$ cat src/rtl/parity_guard_map.vh
// Purpose: register offsets, field positions and reset values of the parity guard
// Assumes: 32-bit register port with byte addresses
// Notes:   included by its bare name
`ifndef PARITY_GUARD_MAP_VH
`define PARITY_GUARD_MAP_VH

// ----------------------------------------------------------------
// register offsets
// ----------------------------------------------------------------
`define OFS_CTRL        8'h00
`define OFS_STATUS      8'h04
`define OFS_MASK        8'h08
`define OFS_XLATE_UPPER 8'h0c
`define OFS_XLATE_LOWER 8'h10
`define OFS_XLATE_INDEX 8'h14
`define OFS_XLATE_CMD   8'h18

// ----------------------------------------------------------------
// field positions
// ----------------------------------------------------------------
`define CTRL_WB_REQ_BIT 0
`define CTRL_TRAP_BIT   1
`define CMD_WRITE_BIT   0
`define CMD_READ_BIT    1
`define UPPER_VALID_BIT 31
`define EV_IC_PERR      0
`define EV_DC_PERR      1
`define EV_TLB_PERR     2
`define EV_BT_PERR      3
`define EV_IBUS_EXC     4
`define EV_DBUS_EXC     5
`define EV_HALT         6
`define EV_W            7

// ----------------------------------------------------------------
// reset values
// ----------------------------------------------------------------
`define CTRL_RST        2'h0
`define STATUS_RST      7'h00
`define MASK_RST        7'h00
`define WORD_RST        32'h0000_0000

`endif

$ cat src/rtl/parity_guard.v
// Purpose: parity protection of the processor's internal caches, translation buffer and
//          branch target store, plus bus exceptions from uncorrectable memory errors
// Assumes: all inputs but i_arst_n are on i_sys_clk; memory controller does its own ECC
// Notes:   lookups answer one cycle after the request strobe
//
// Summary of operation
// - with fault_protect_cfg set, check internal RAM parity and accept controller errors.
// - check parity on each cache hit; mismatch invalidates the line for refetch.
// - with protection configured, data cache is write-through only.
// - on cache writes store parity: one tag bit, icache data bit, bit per dcache word.
// - translation parity mismatch during lookup raises a translation miss exception.
// - software write of a translation entry stores one parity bit for it.
// - software read of a translation entry checks parity, clears valid on mismatch.
// - bad parity on branch target lookup discards the prediction.
// - each stored branch target gets one parity bit.
// - internal parity stays active even if controller ECC is off.
// - with exception enable set, uncorrectable errors raise instruction or data bus exception.
// - bus exception during exception handling halts and asserts the halt error output.
`timescale 1ns/100ps
`include "parity_guard_map.vh"

module parity_guard #(
  parameter FAULT_PROTECT_CFG = 1,
  parameter IDX_W             = 3,
  parameter TAG_W             = 16,
  parameter IW                = 32,
  parameter WORDS             = 4,
  parameter WSEL_W            = 2,
  parameter DW                = 32,
  parameter TIDX_W            = 3,
  parameter VPN_W             = 20,
  parameter RPN_W             = 20,
  parameter BIDX_W            = 3,
  parameter BT_W              = 30
) (
  input  wire                i_sys_clk,
  input  wire                i_arst_n,
  input  wire [7:0]          i_addr,
  input  wire [31:0]         i_wdata,
  input  wire                i_wr,
  input  wire                i_rd,
  output reg  [31:0]         o_rdata,
  output wire                o_irq,
  input  wire                i_ic_fill,
  input  wire                i_ic_look,
  input  wire [IDX_W-1:0]    i_ic_idx,
  input  wire [TAG_W-1:0]    i_ic_tag,
  input  wire [IW-1:0]       i_ic_data,
  output reg                 o_ic_hit,
  output reg  [IW-1:0]       o_ic_data,
  input  wire                i_dc_fill,
  input  wire                i_dc_store,
  input  wire                i_dc_look,
  input  wire [IDX_W-1:0]    i_dc_idx,
  input  wire [TAG_W-1:0]    i_dc_tag,
  input  wire [WSEL_W-1:0]   i_dc_word,
  input  wire [DW-1:0]       i_dc_wdata,
  input  wire [WORDS*DW-1:0] i_dc_line,
  output reg                 o_dc_hit,
  output reg  [DW-1:0]       o_dc_data,
  output wire                o_dc_writeback,
  input  wire                i_tl_look,
  input  wire [TIDX_W-1:0]   i_tl_idx,
  input  wire [VPN_W-1:0]    i_tl_vpn,
  output reg                 o_tl_hit,
  output reg  [RPN_W-1:0]    o_tl_rpn,
  output reg                 o_tl_miss_exc,
  input  wire                i_bt_wr,
  input  wire                i_bt_look,
  input  wire [BIDX_W-1:0]   i_bt_idx,
  input  wire [BT_W-1:0]     i_bt_target,
  output reg                 o_bt_valid,
  output reg  [BT_W-1:0]     o_bt_target,
  input  wire                i_ibus_ue,
  input  wire                i_dbus_ue,
  input  wire                i_exc_busy,
  output reg                 o_ibus_exc,
  output reg                 o_dbus_exc,
  output wire                o_halt_error_output
);

  localparam LINES  = 1 << IDX_W;
  localparam TLB_N  = 1 << TIDX_W;
  localparam BT_N   = 1 << BIDX_W;
  // parity logic folds away when protection is not configured
  localparam [0:0] FT = (FAULT_PROTECT_CFG != 0);

  // ----------------------------------------------------------------
  // storage
  // ----------------------------------------------------------------
  reg  [TAG_W-1:0]    ic_tag_r  [0:LINES-1];
  reg  [IW-1:0]       ic_dat_r  [0:LINES-1];
  reg  [LINES-1:0]    ic_tpar_r;
  reg  [LINES-1:0]    ic_dpar_r;
  reg  [LINES-1:0]    ic_val_r;
  reg  [TAG_W-1:0]    dc_tag_r  [0:LINES-1];
  reg  [WORDS*DW-1:0] dc_line_r [0:LINES-1];
  reg  [WORDS-1:0]    dc_par_r  [0:LINES-1];
  reg  [LINES-1:0]    dc_tpar_r;
  reg  [LINES-1:0]    dc_val_r;
  reg  [VPN_W-1:0]    tl_vpn_r  [0:TLB_N-1];
  reg  [RPN_W-1:0]    tl_rpn_r  [0:TLB_N-1];
  reg  [TLB_N-1:0]    tl_par_r;
  reg  [TLB_N-1:0]    tl_val_r;
  reg  [BT_W-1:0]     bt_tgt_r  [0:BT_N-1];
  reg  [BT_N-1:0]     bt_par_r;
  reg  [BT_N-1:0]     bt_val_r;

  reg  [1:0]          ctrl_r;
  reg  [`EV_W-1:0]    status_r;
  reg  [`EV_W-1:0]    mask_r;
  reg  [31:0]         translation_upper_reg_r;
  reg  [31:0]         translation_lower_reg_r;
  reg  [TIDX_W-1:0]   xl_index_r;
  reg                 halt_r;

  // ----------------------------------------------------------------
  // instruction cache checks
  // ----------------------------------------------------------------
  wire ic_cand = ic_val_r[i_ic_idx] & (ic_tag_r[i_ic_idx] == i_ic_tag);
  // parity checked on hit, tag and data
  wire ic_perr = FT & ic_cand &
                 ((^ic_tag_r[i_ic_idx]) ^ ic_tpar_r[i_ic_idx] | (^ic_dat_r[i_ic_idx]) ^ ic_dpar_r[i_ic_idx]);
  wire ic_ev   = i_ic_look & ic_perr;

  // ----------------------------------------------------------------
  // data cache checks and write source
  // ----------------------------------------------------------------
  wire [WORDS*DW-1:0] dc_cur  = dc_line_r[i_dc_idx];
  wire [WORDS-1:0]    dc_pcur = dc_par_r[i_dc_idx];
  wire [WORDS-1:0]    dc_werr;
  wire [WORDS-1:0]    dc_gpar;
  reg  [WORDS*DW-1:0] dc_src;
  reg  [WORDS-1:0]    dc_pnew;
  wire dc_cand  = dc_val_r[i_dc_idx] & (dc_tag_r[i_dc_idx] == i_dc_tag);
  wire dc_terr  = (^dc_tag_r[i_dc_idx]) ^ dc_tpar_r[i_dc_idx];
  // only the tag parity and the addressed word's parity matter on a hit
  wire dc_perr  = FT & dc_cand & (dc_terr | dc_werr[i_dc_word]);
  wire dc_ev    = i_dc_look & dc_perr;
  // write-through only; a store updates the cached copy on a hit
  wire dc_upd   = i_dc_store & dc_cand & ~i_dc_fill;

  always @* begin
    dc_src  = i_dc_fill ? i_dc_line : dc_cur;
    dc_pnew = dc_pcur;
    if (!i_dc_fill) begin
      dc_src[i_dc_word*DW +: DW] = i_dc_wdata;
    end
    // a store refreshes only its word's bit so others keep their check value
    if (i_dc_fill) begin
      dc_pnew = dc_gpar;
    end else begin
      dc_pnew[i_dc_word] = dc_gpar[i_dc_word];
    end
  end

  parity_line #(.WORDS(WORDS), .DW(DW)) u_dc_gen (
    .i_line (dc_src),
    .i_par  ({WORDS{1'b0}}),
    .o_par  (dc_gpar),
    .o_err  ()
  );

  // same even parity circuit for checking
  parity_line #(.WORDS(WORDS), .DW(DW)) u_dc_chk (
    .i_line (dc_cur),
    .i_par  (dc_pcur),
    .o_par  (),
    .o_err  (dc_werr)
  );

  // write-back request is refused while protection is configured
  assign o_dc_writeback = ctrl_r[`CTRL_WB_REQ_BIT] & ~FT;

  // ----------------------------------------------------------------
  // translation buffer checks
  // ----------------------------------------------------------------
  wire tl_sw_wr = i_wr & (i_addr == `OFS_XLATE_CMD) & i_wdata[`CMD_WRITE_BIT];
  wire tl_sw_rd = i_wr & (i_addr == `OFS_XLATE_CMD) & i_wdata[`CMD_READ_BIT] & ~i_wdata[`CMD_WRITE_BIT];
  wire tl_rperr = FT & ((^{tl_vpn_r[xl_index_r], tl_rpn_r[xl_index_r]}) ^ tl_par_r[xl_index_r]);
  wire tl_lperr = FT & tl_val_r[i_tl_idx] & ((^{tl_vpn_r[i_tl_idx], tl_rpn_r[i_tl_idx]}) ^ tl_par_r[i_tl_idx]);
  wire tl_cand  = tl_val_r[i_tl_idx] & (tl_vpn_r[i_tl_idx] == i_tl_vpn);
  wire tl_ev    = (i_tl_look & tl_lperr) | (tl_sw_rd & tl_val_r[xl_index_r] & tl_rperr);

  // ----------------------------------------------------------------
  // branch target store checks
  // ----------------------------------------------------------------
  wire bt_perr = FT & bt_val_r[i_bt_idx] & ((^bt_tgt_r[i_bt_idx]) ^ bt_par_r[i_bt_idx]);
  wire bt_ev   = i_bt_look & bt_perr;

  // ----------------------------------------------------------------
  // bus exceptions from the memory controller
  // ----------------------------------------------------------------
  // uncorrectable errors only trap with the exception enable bit set
  wire trap_en = ctrl_r[`CTRL_TRAP_BIT];
  wire ibus_ue = FT & trap_en & i_ibus_ue & ~halt_r;
  wire dbus_ue = FT & trap_en & i_dbus_ue & ~halt_r;
  // a nested bus exception cannot be handled safely, so stop instead
  wire halt_ev = (ibus_ue | dbus_ue) & i_exc_busy;

  assign o_halt_error_output = halt_r;

  // ----------------------------------------------------------------
  // array contents (no reset; valid bits guard them)
  // ----------------------------------------------------------------
  always @(posedge i_sys_clk) begin
    // tag and data parity written with every fill
    if (i_ic_fill) begin
      ic_tag_r[i_ic_idx]  <= i_ic_tag;
      ic_dat_r[i_ic_idx]  <= i_ic_data;
      ic_tpar_r[i_ic_idx] <= ^i_ic_tag;
      ic_dpar_r[i_ic_idx] <= ^i_ic_data;
    end
    if (i_dc_fill | dc_upd) begin
      dc_line_r[i_dc_idx] <= dc_src;
      dc_par_r[i_dc_idx]  <= dc_pnew;
    end
    if (i_dc_fill) begin
      dc_tag_r[i_dc_idx]  <= i_dc_tag;
      dc_tpar_r[i_dc_idx] <= ^i_dc_tag;
    end
    // one parity bit per entry on software write
    if (tl_sw_wr) begin
      tl_vpn_r[xl_index_r] <= translation_upper_reg_r[VPN_W-1:0];
      tl_rpn_r[xl_index_r] <= translation_lower_reg_r[RPN_W-1:0];
      tl_par_r[xl_index_r] <= ^{translation_upper_reg_r[VPN_W-1:0], translation_lower_reg_r[RPN_W-1:0]};
    end
    // parity stored beside each branch target
    if (i_bt_wr) begin
      bt_tgt_r[i_bt_idx] <= i_bt_target;
      bt_par_r[i_bt_idx] <= ^i_bt_target;
    end
  end

  // ----------------------------------------------------------------
  // valid bits and lookup answers
  // ----------------------------------------------------------------
  always @(posedge i_sys_clk or negedge i_arst_n) begin
    if (!i_arst_n) begin
      ic_val_r      <= {LINES{1'b0}};
      dc_val_r      <= {LINES{1'b0}};
      tl_val_r      <= {TLB_N{1'b0}};
      bt_val_r      <= {BT_N{1'b0}};
      o_ic_hit      <= 1'b0;
      o_ic_data     <= {IW{1'b0}};
      o_dc_hit      <= 1'b0;
      o_dc_data     <= {DW{1'b0}};
      o_tl_hit      <= 1'b0;
      o_tl_rpn      <= {RPN_W{1'b0}};
      o_tl_miss_exc <= 1'b0;
      o_bt_valid    <= 1'b0;
      o_bt_target   <= {BT_W{1'b0}};
      o_ibus_exc    <= 1'b0;
      o_dbus_exc    <= 1'b0;
      halt_r        <= 1'b0;
    end else begin
      // bad line dropped so the next access refetches it
      if (i_ic_fill) begin
        ic_val_r[i_ic_idx] <= 1'b1;
      end else if (ic_ev) begin
        ic_val_r[i_ic_idx] <= 1'b0;
      end
      if (i_dc_fill) begin
        dc_val_r[i_dc_idx] <= 1'b1;
      end else if (dc_ev) begin
        dc_val_r[i_dc_idx] <= 1'b0;
      end
      // a software read that finds bad parity invalidates the entry
      if (tl_sw_wr) begin
        tl_val_r[xl_index_r] <= translation_upper_reg_r[`UPPER_VALID_BIT];
      end else if (tl_sw_rd & tl_rperr) begin
        tl_val_r[xl_index_r] <= 1'b0;
      end
      if (i_bt_wr) begin
        bt_val_r[i_bt_idx] <= 1'b1;
      end
      o_ic_hit      <= i_ic_look & ic_cand & ~ic_perr;
      o_ic_data     <= ic_dat_r[i_ic_idx];
      o_dc_hit      <= i_dc_look & dc_cand & ~dc_perr;
      o_dc_data     <= dc_cur[i_dc_word*DW +: DW];
      // a corrupted entry reads as a miss so software reloads it
      o_tl_hit      <= i_tl_look & tl_cand & ~tl_lperr;
      o_tl_miss_exc <= i_tl_look & ~(tl_cand & ~tl_lperr);
      o_tl_rpn      <= tl_rpn_r[i_tl_idx];
      o_bt_valid    <= i_bt_look & bt_val_r[i_bt_idx] & ~bt_perr;
      o_bt_target   <= bt_tgt_r[i_bt_idx];
      // route by the interface that reported the error
      o_ibus_exc    <= ibus_ue & ~i_exc_busy;
      o_dbus_exc    <= dbus_ue & ~i_exc_busy;
      if (halt_ev) begin
        halt_r <= 1'b1;
      end
    end
  end

  // ----------------------------------------------------------------
  // register port
  // ----------------------------------------------------------------
  wire [`EV_W-1:0] ev_now;
  wire [`EV_W-1:0] st_clr = (i_wr && i_addr == `OFS_STATUS) ? i_wdata[`EV_W-1:0] : {`EV_W{1'b0}};
  reg  [31:0]      rdata_nxt;

  assign ev_now[`EV_IC_PERR]  = ic_ev;
  assign ev_now[`EV_DC_PERR]  = dc_ev;
  assign ev_now[`EV_TLB_PERR] = tl_ev;
  assign ev_now[`EV_BT_PERR]  = bt_ev;
  assign ev_now[`EV_IBUS_EXC] = ibus_ue & ~i_exc_busy;
  assign ev_now[`EV_DBUS_EXC] = dbus_ue & ~i_exc_busy;
  assign ev_now[`EV_HALT]     = halt_ev;
  assign o_irq = |(status_r & mask_r);

  always @* begin
    rdata_nxt = `WORD_RST;
    if (i_addr == `OFS_CTRL) begin
      rdata_nxt = {30'h0000_0000, ctrl_r};
    end else if (i_addr == `OFS_STATUS) begin
      rdata_nxt = {25'h000_0000, status_r};
    end else if (i_addr == `OFS_MASK) begin
      rdata_nxt = {25'h000_0000, mask_r};
    end else if (i_addr == `OFS_XLATE_UPPER) begin
      rdata_nxt = translation_upper_reg_r;
    end else if (i_addr == `OFS_XLATE_LOWER) begin
      rdata_nxt = translation_lower_reg_r;
    end else if (i_addr == `OFS_XLATE_INDEX) begin
      rdata_nxt = {{(32-TIDX_W){1'b0}}, xl_index_r};
    end
  end

  always @(posedge i_sys_clk or negedge i_arst_n) begin
    if (!i_arst_n) begin
      o_rdata                 <= `WORD_RST;
      ctrl_r                  <= `CTRL_RST;
      status_r                <= `STATUS_RST;
      mask_r                  <= `MASK_RST;
      translation_upper_reg_r <= `WORD_RST;
      translation_lower_reg_r <= `WORD_RST;
      xl_index_r              <= {TIDX_W{1'b0}};
    end else begin
      o_rdata  <= i_rd ? rdata_nxt : `WORD_RST;
      // a new event beats a clear in the same cycle
      status_r <= (status_r & ~st_clr) | ev_now;
      if (i_wr && i_addr == `OFS_CTRL) begin
        ctrl_r <= i_wdata[1:0];
      end
      if (i_wr && i_addr == `OFS_MASK) begin
        mask_r <= i_wdata[`EV_W-1:0];
      end
      if (i_wr && i_addr == `OFS_XLATE_INDEX) begin
        xl_index_r <= i_wdata[TIDX_W-1:0];
      end
      // read-back shows the entry with valid already cleared if corrupted
      if (tl_sw_rd) begin
        translation_upper_reg_r <= {tl_val_r[xl_index_r] & ~tl_rperr, {(31-VPN_W){1'b0}}, tl_vpn_r[xl_index_r]};
        translation_lower_reg_r <= {{(32-RPN_W){1'b0}}, tl_rpn_r[xl_index_r]};
      end else begin
        if (i_wr && i_addr == `OFS_XLATE_UPPER) begin
          translation_upper_reg_r <= i_wdata;
        end
        if (i_wr && i_addr == `OFS_XLATE_LOWER) begin
          translation_lower_reg_r <= i_wdata;
        end
      end
    end
  end

  // checks above are all gated by FT only
  // no controller ECC setting reaches this logic, so internal parity always stays on

endmodule

$ cat src/rtl/parity_line.v
// Purpose: even parity per word of a cache line, generated and checked
// Assumes: line packs word 0 in the lowest bits
// Notes:   purely combinational
`timescale 1ns/100ps

module parity_line #(
  parameter WORDS = 4,
  parameter DW    = 32
) (
  input  wire [WORDS*DW-1:0] i_line,
  input  wire [WORDS-1:0]    i_par,
  output wire [WORDS-1:0]    o_par,
  output wire [WORDS-1:0]    o_err
);

  genvar g;
  generate
    for (g = 0; g < WORDS; g = g + 1) begin : word
      // stored bit makes the word plus parity even
      assign o_par[g] = ^i_line[g*DW +: DW];
      assign o_err[g] = o_par[g] ^ i_par[g];
    end
  endgenerate

endmodule

$ cat config.mk
export PLATFORM = sky130hd
export DESIGN_NAME = parity_guard
export DESIGN_NICKNAME = d
export VERILOG_FILES = /design/src/rtl/parity_guard.v /design/src/rtl/parity_line.v
export VERILOG_INCLUDE_DIRS = /design/src /design/src/rtl
export SDC_FILE = /design/constraint.sdc
export NUM_CORES = 2
export LEC_CHECK = 0
export BUFFER_PORTS_ARGS = -buffer_cell sky130_fd_sc_hd__buf_2
export CAP_MARGIN = 10
export CORE_MARGIN = 5
export CORE_UTILIZATION = 25
export DETAILED_ROUTE_END_ITERATION = 7
export GPL_ROUTABILITY_DRIVEN = 1
export PLACE_DENSITY = 0.44
export SLEW_MARGIN = 20
export SYNTH_ARGS = -nofsm -noshare
export SYNTH_HDL_FRONTEND = slang
export SYNTH_HIERARCHICAL = 1
export SYNTH_SLANG_ARGS = --single-unit
$ cat constraint.sdc
create_clock -name i_sys_clk -period 25.9 [get_ports i_sys_clk]
set_input_delay 1.295 -clock i_sys_clk [delete_from_list [all_inputs] [get_ports i_sys_clk]]
set_output_delay 1.295 -clock i_sys_clk [all_outputs]
set_load 0.1 [all_outputs]
==> summary.md <==
| Metric | Value |
|---|---|
| Crit path DAT | 8.68 ns |
| Via density | 4.89 |
| Hold bufs inserted after CTS | 0 |
| Sink Count | 2437 |
| Worst-Skew Late Latency | 0.92 ns |
| Final Setup Violations | 0 |
| Die span in x | 648 um |
| Peak supply drop | 0.0000535 V |
| Hold violation total from the final report | 0 |
| H-tree levels | 5 |
| Post-DP HPWL | 230000 um |
| # DRC | 0 |
| Gr usage total | 16.7% |
| Die area | 420000 um2 |
| Mapped Cells | 5998 |
| Chip Height | 648 um |
| 1st-pass router iterations | 6 |
| CTS Buf Count | 288 |
| Setup bufs post-CTS | 0 |
| Area Overhead vs Synth | 18.4% |
| Ys Warns | 6 |
| LEAKAGE | 0.0403 uW |
| Starting Density | 25.1% |
| Share of cells above drive strength 1 | 23.2% |
| IO buf count | 497 |
| Net count, final | 6920 |
| Cell row count | 234 |
| Fillers | 40400 |
| CTS tree | built |
| Core box area | 406000 um2 |
| Max Transition Viols Final | 0 |
| Post-CTS sizing | 0 |
| WS Path Type | in2reg |
| CTS root buf | clkbuf_16 |
| Largest net degree at the start of global routing | 139 |
| Status | finished clean |
| Hold crit path type | in2async |
| Clock Skew | 0.107 ns |
| WHS | 0.295 ns |
| Crit share post-route | 31.6% |
| Io pins | 499 |
| Setup TNS Final | 0 ns |
| Final WL | 363000 um |
| Wire length of the first global-routing pass | 500000 um |
| CTS clock-pin slew for the worst setup and hold paths | 0.06 ns |
| Nature of the critical path endpoint | register |
| Worst-Margin Slew | 1.22 ns |
| Max Buffers Root-to-Sink | 4 |
| Drt first-iter violations | 5418 |
| Vias in the first global route | 61300 |
| Routed length per instance | 29.6 um |
| Vias post-DR | 59900 |
| Routed Antenna Nets | 0 |
| Max frequency | 122 MHz |
| Final GP Congestion | 0.812 |
| Fin crit period | 8.18 ns |
| Mapped Area | 102000 um2 |
| Initial antenna violation count | 64 |
| Power density cells | 84.1 nW/um2 |
| Unrepaired setup endpoints after global routing | false |
| Syn Area/Cell | 17.0 um2 |
| Worst-path maximum fanout | 52 |
| Overflow left after global routing | 0 |
| Startpoint Class | input pin |
| Slew headroom | 18.4% |
| Syn nets | 6347 |
| Final core utilization | 29.7% |
| Critical Path RT | 26.40 ns |
| Maxcap violations | 0 |
[routing by layer]
layer / share of wire (%) / vias to the layer above / track usage (%)
met2: 45 / 2346 / 25.8
met4: 3.2 / 40 / 5.17
met3: 9.4 / 519 / 5.84
li1: - / 25200 / -
met5: 0.18 / - / 0.709
met1: 42 / 31800 / 21.9
[cells in the final DEF, fill, tap and decap left out, types with 37 or more instances in the layout]
master and instances:
nor2_1 78, nand2_1 298, clkbuf_1 72, edfxtp_1 2168, clkbuf_16 297, inv_1 149
a221oi_1 274, mux2_2 138, a22oi_1 382, clkinv_1 60, xor2_1 130, clkinv_2 37
mux2i_1 144, a22o_1 71, nand4_1 52, buf_4 148, xnor2_1 456, dfrtp_1 266
a21oi_1 184, nand3_1 88, and3_1 43, mux4_2 309, buf_2 486
[through the flow]
step | worst slack (ns) | std cells | instance area [um2] | total power [uW]
after floorplan | 12.52 | 5998 | 102000 | 5590
after global placement | 17.14 | 11700 | 111000 | 6190
after detailed placement | 17.06 | 11700 | 111000 | 6200
after CTS | 17.96 | 12200 | 120000 | 10200
after global routing | 17.43 | 12300 | 120000 | 10500
final | 17.72 | 12300 | 120000 | 10100
[where the power goes]
part           internal (uW)  switching (uW)
sequential              4490            52.5
combinational            508            1080
clock                   2350            1650
total                   7350            2780
[worst paths after layout]
check                          startpoint          endpoint  slack, ns  cells past startpoint
max in group asynchronous        i_arst_n     o_ic_data[11]      23.87                      3
setup / recovery              i_dc_idx[0]    dc_par_r[7][2]      17.72                     20
hold / removal                   i_arst_n     o_dc_data[24]       0.29                      1
hold reg to reg               bt_val_r[7]       bt_val_r[7]       0.46                      1
setup reg to reg           dc_tag_r[3][9]  dc_line_r[6][92]      20.17                     12
min in group i_sys_clk        bt_val_r[7]       bt_val_r[7]       0.46                      1
[final cells by class]
type / instances / area, um2 / share of cell area (%)
inverters: 156 / 586 / 0.486
clock inverters: 144 / 1390 / 1.15
multi-input cells: 3042 / 28100 / 23.3
repair buffers: 646 / 3760 / 3.12
diodes: 35 / 87.6 / 0.0727
clock buffers: 382 / 7880 / 6.54
well taps: 5428 / 6790 / 5.64
flip-flops and latches: 2437 / 71800 / 59.6
[worst max-delay path, stage by stage]
cell and delay [ns]:
buf_4 0.25, buf_4 0.62, nand2_1 0.37, nor2_4 0.77
buf_4 0.53, buf_4 0.65, a22o_1 0.25, a221oi_1 0.05
nand3_1 0.19, a221oi_1 0.12, a21oi_1 0.56, xnor2_1 0.28
xnor2_1 0.62, xnor2_1 0.20, xnor2_1 0.34, xnor2_1 0.20
mux4_2 0.59, and2_1 0.19, a211oi_1 0.23, a21oi_1 0.19
[sequential cells by signal (all words and copies together), names as in the netlist, 32 cells and up, named ones only]
register,count
o_dc_data,32
ic_dat_r,256
o_ic_data,32
translation_lower_reg_r,32
dc_par_r,32
tl_rpn_r,160
o_rdata,32
dc_line_r,1024
dc_tag_r,128
tl_vpn_r,160
translation_upper_reg_r,32
bt_tgt_r,240
ic_tag_r,128
(Power assumes the default switching activity.)
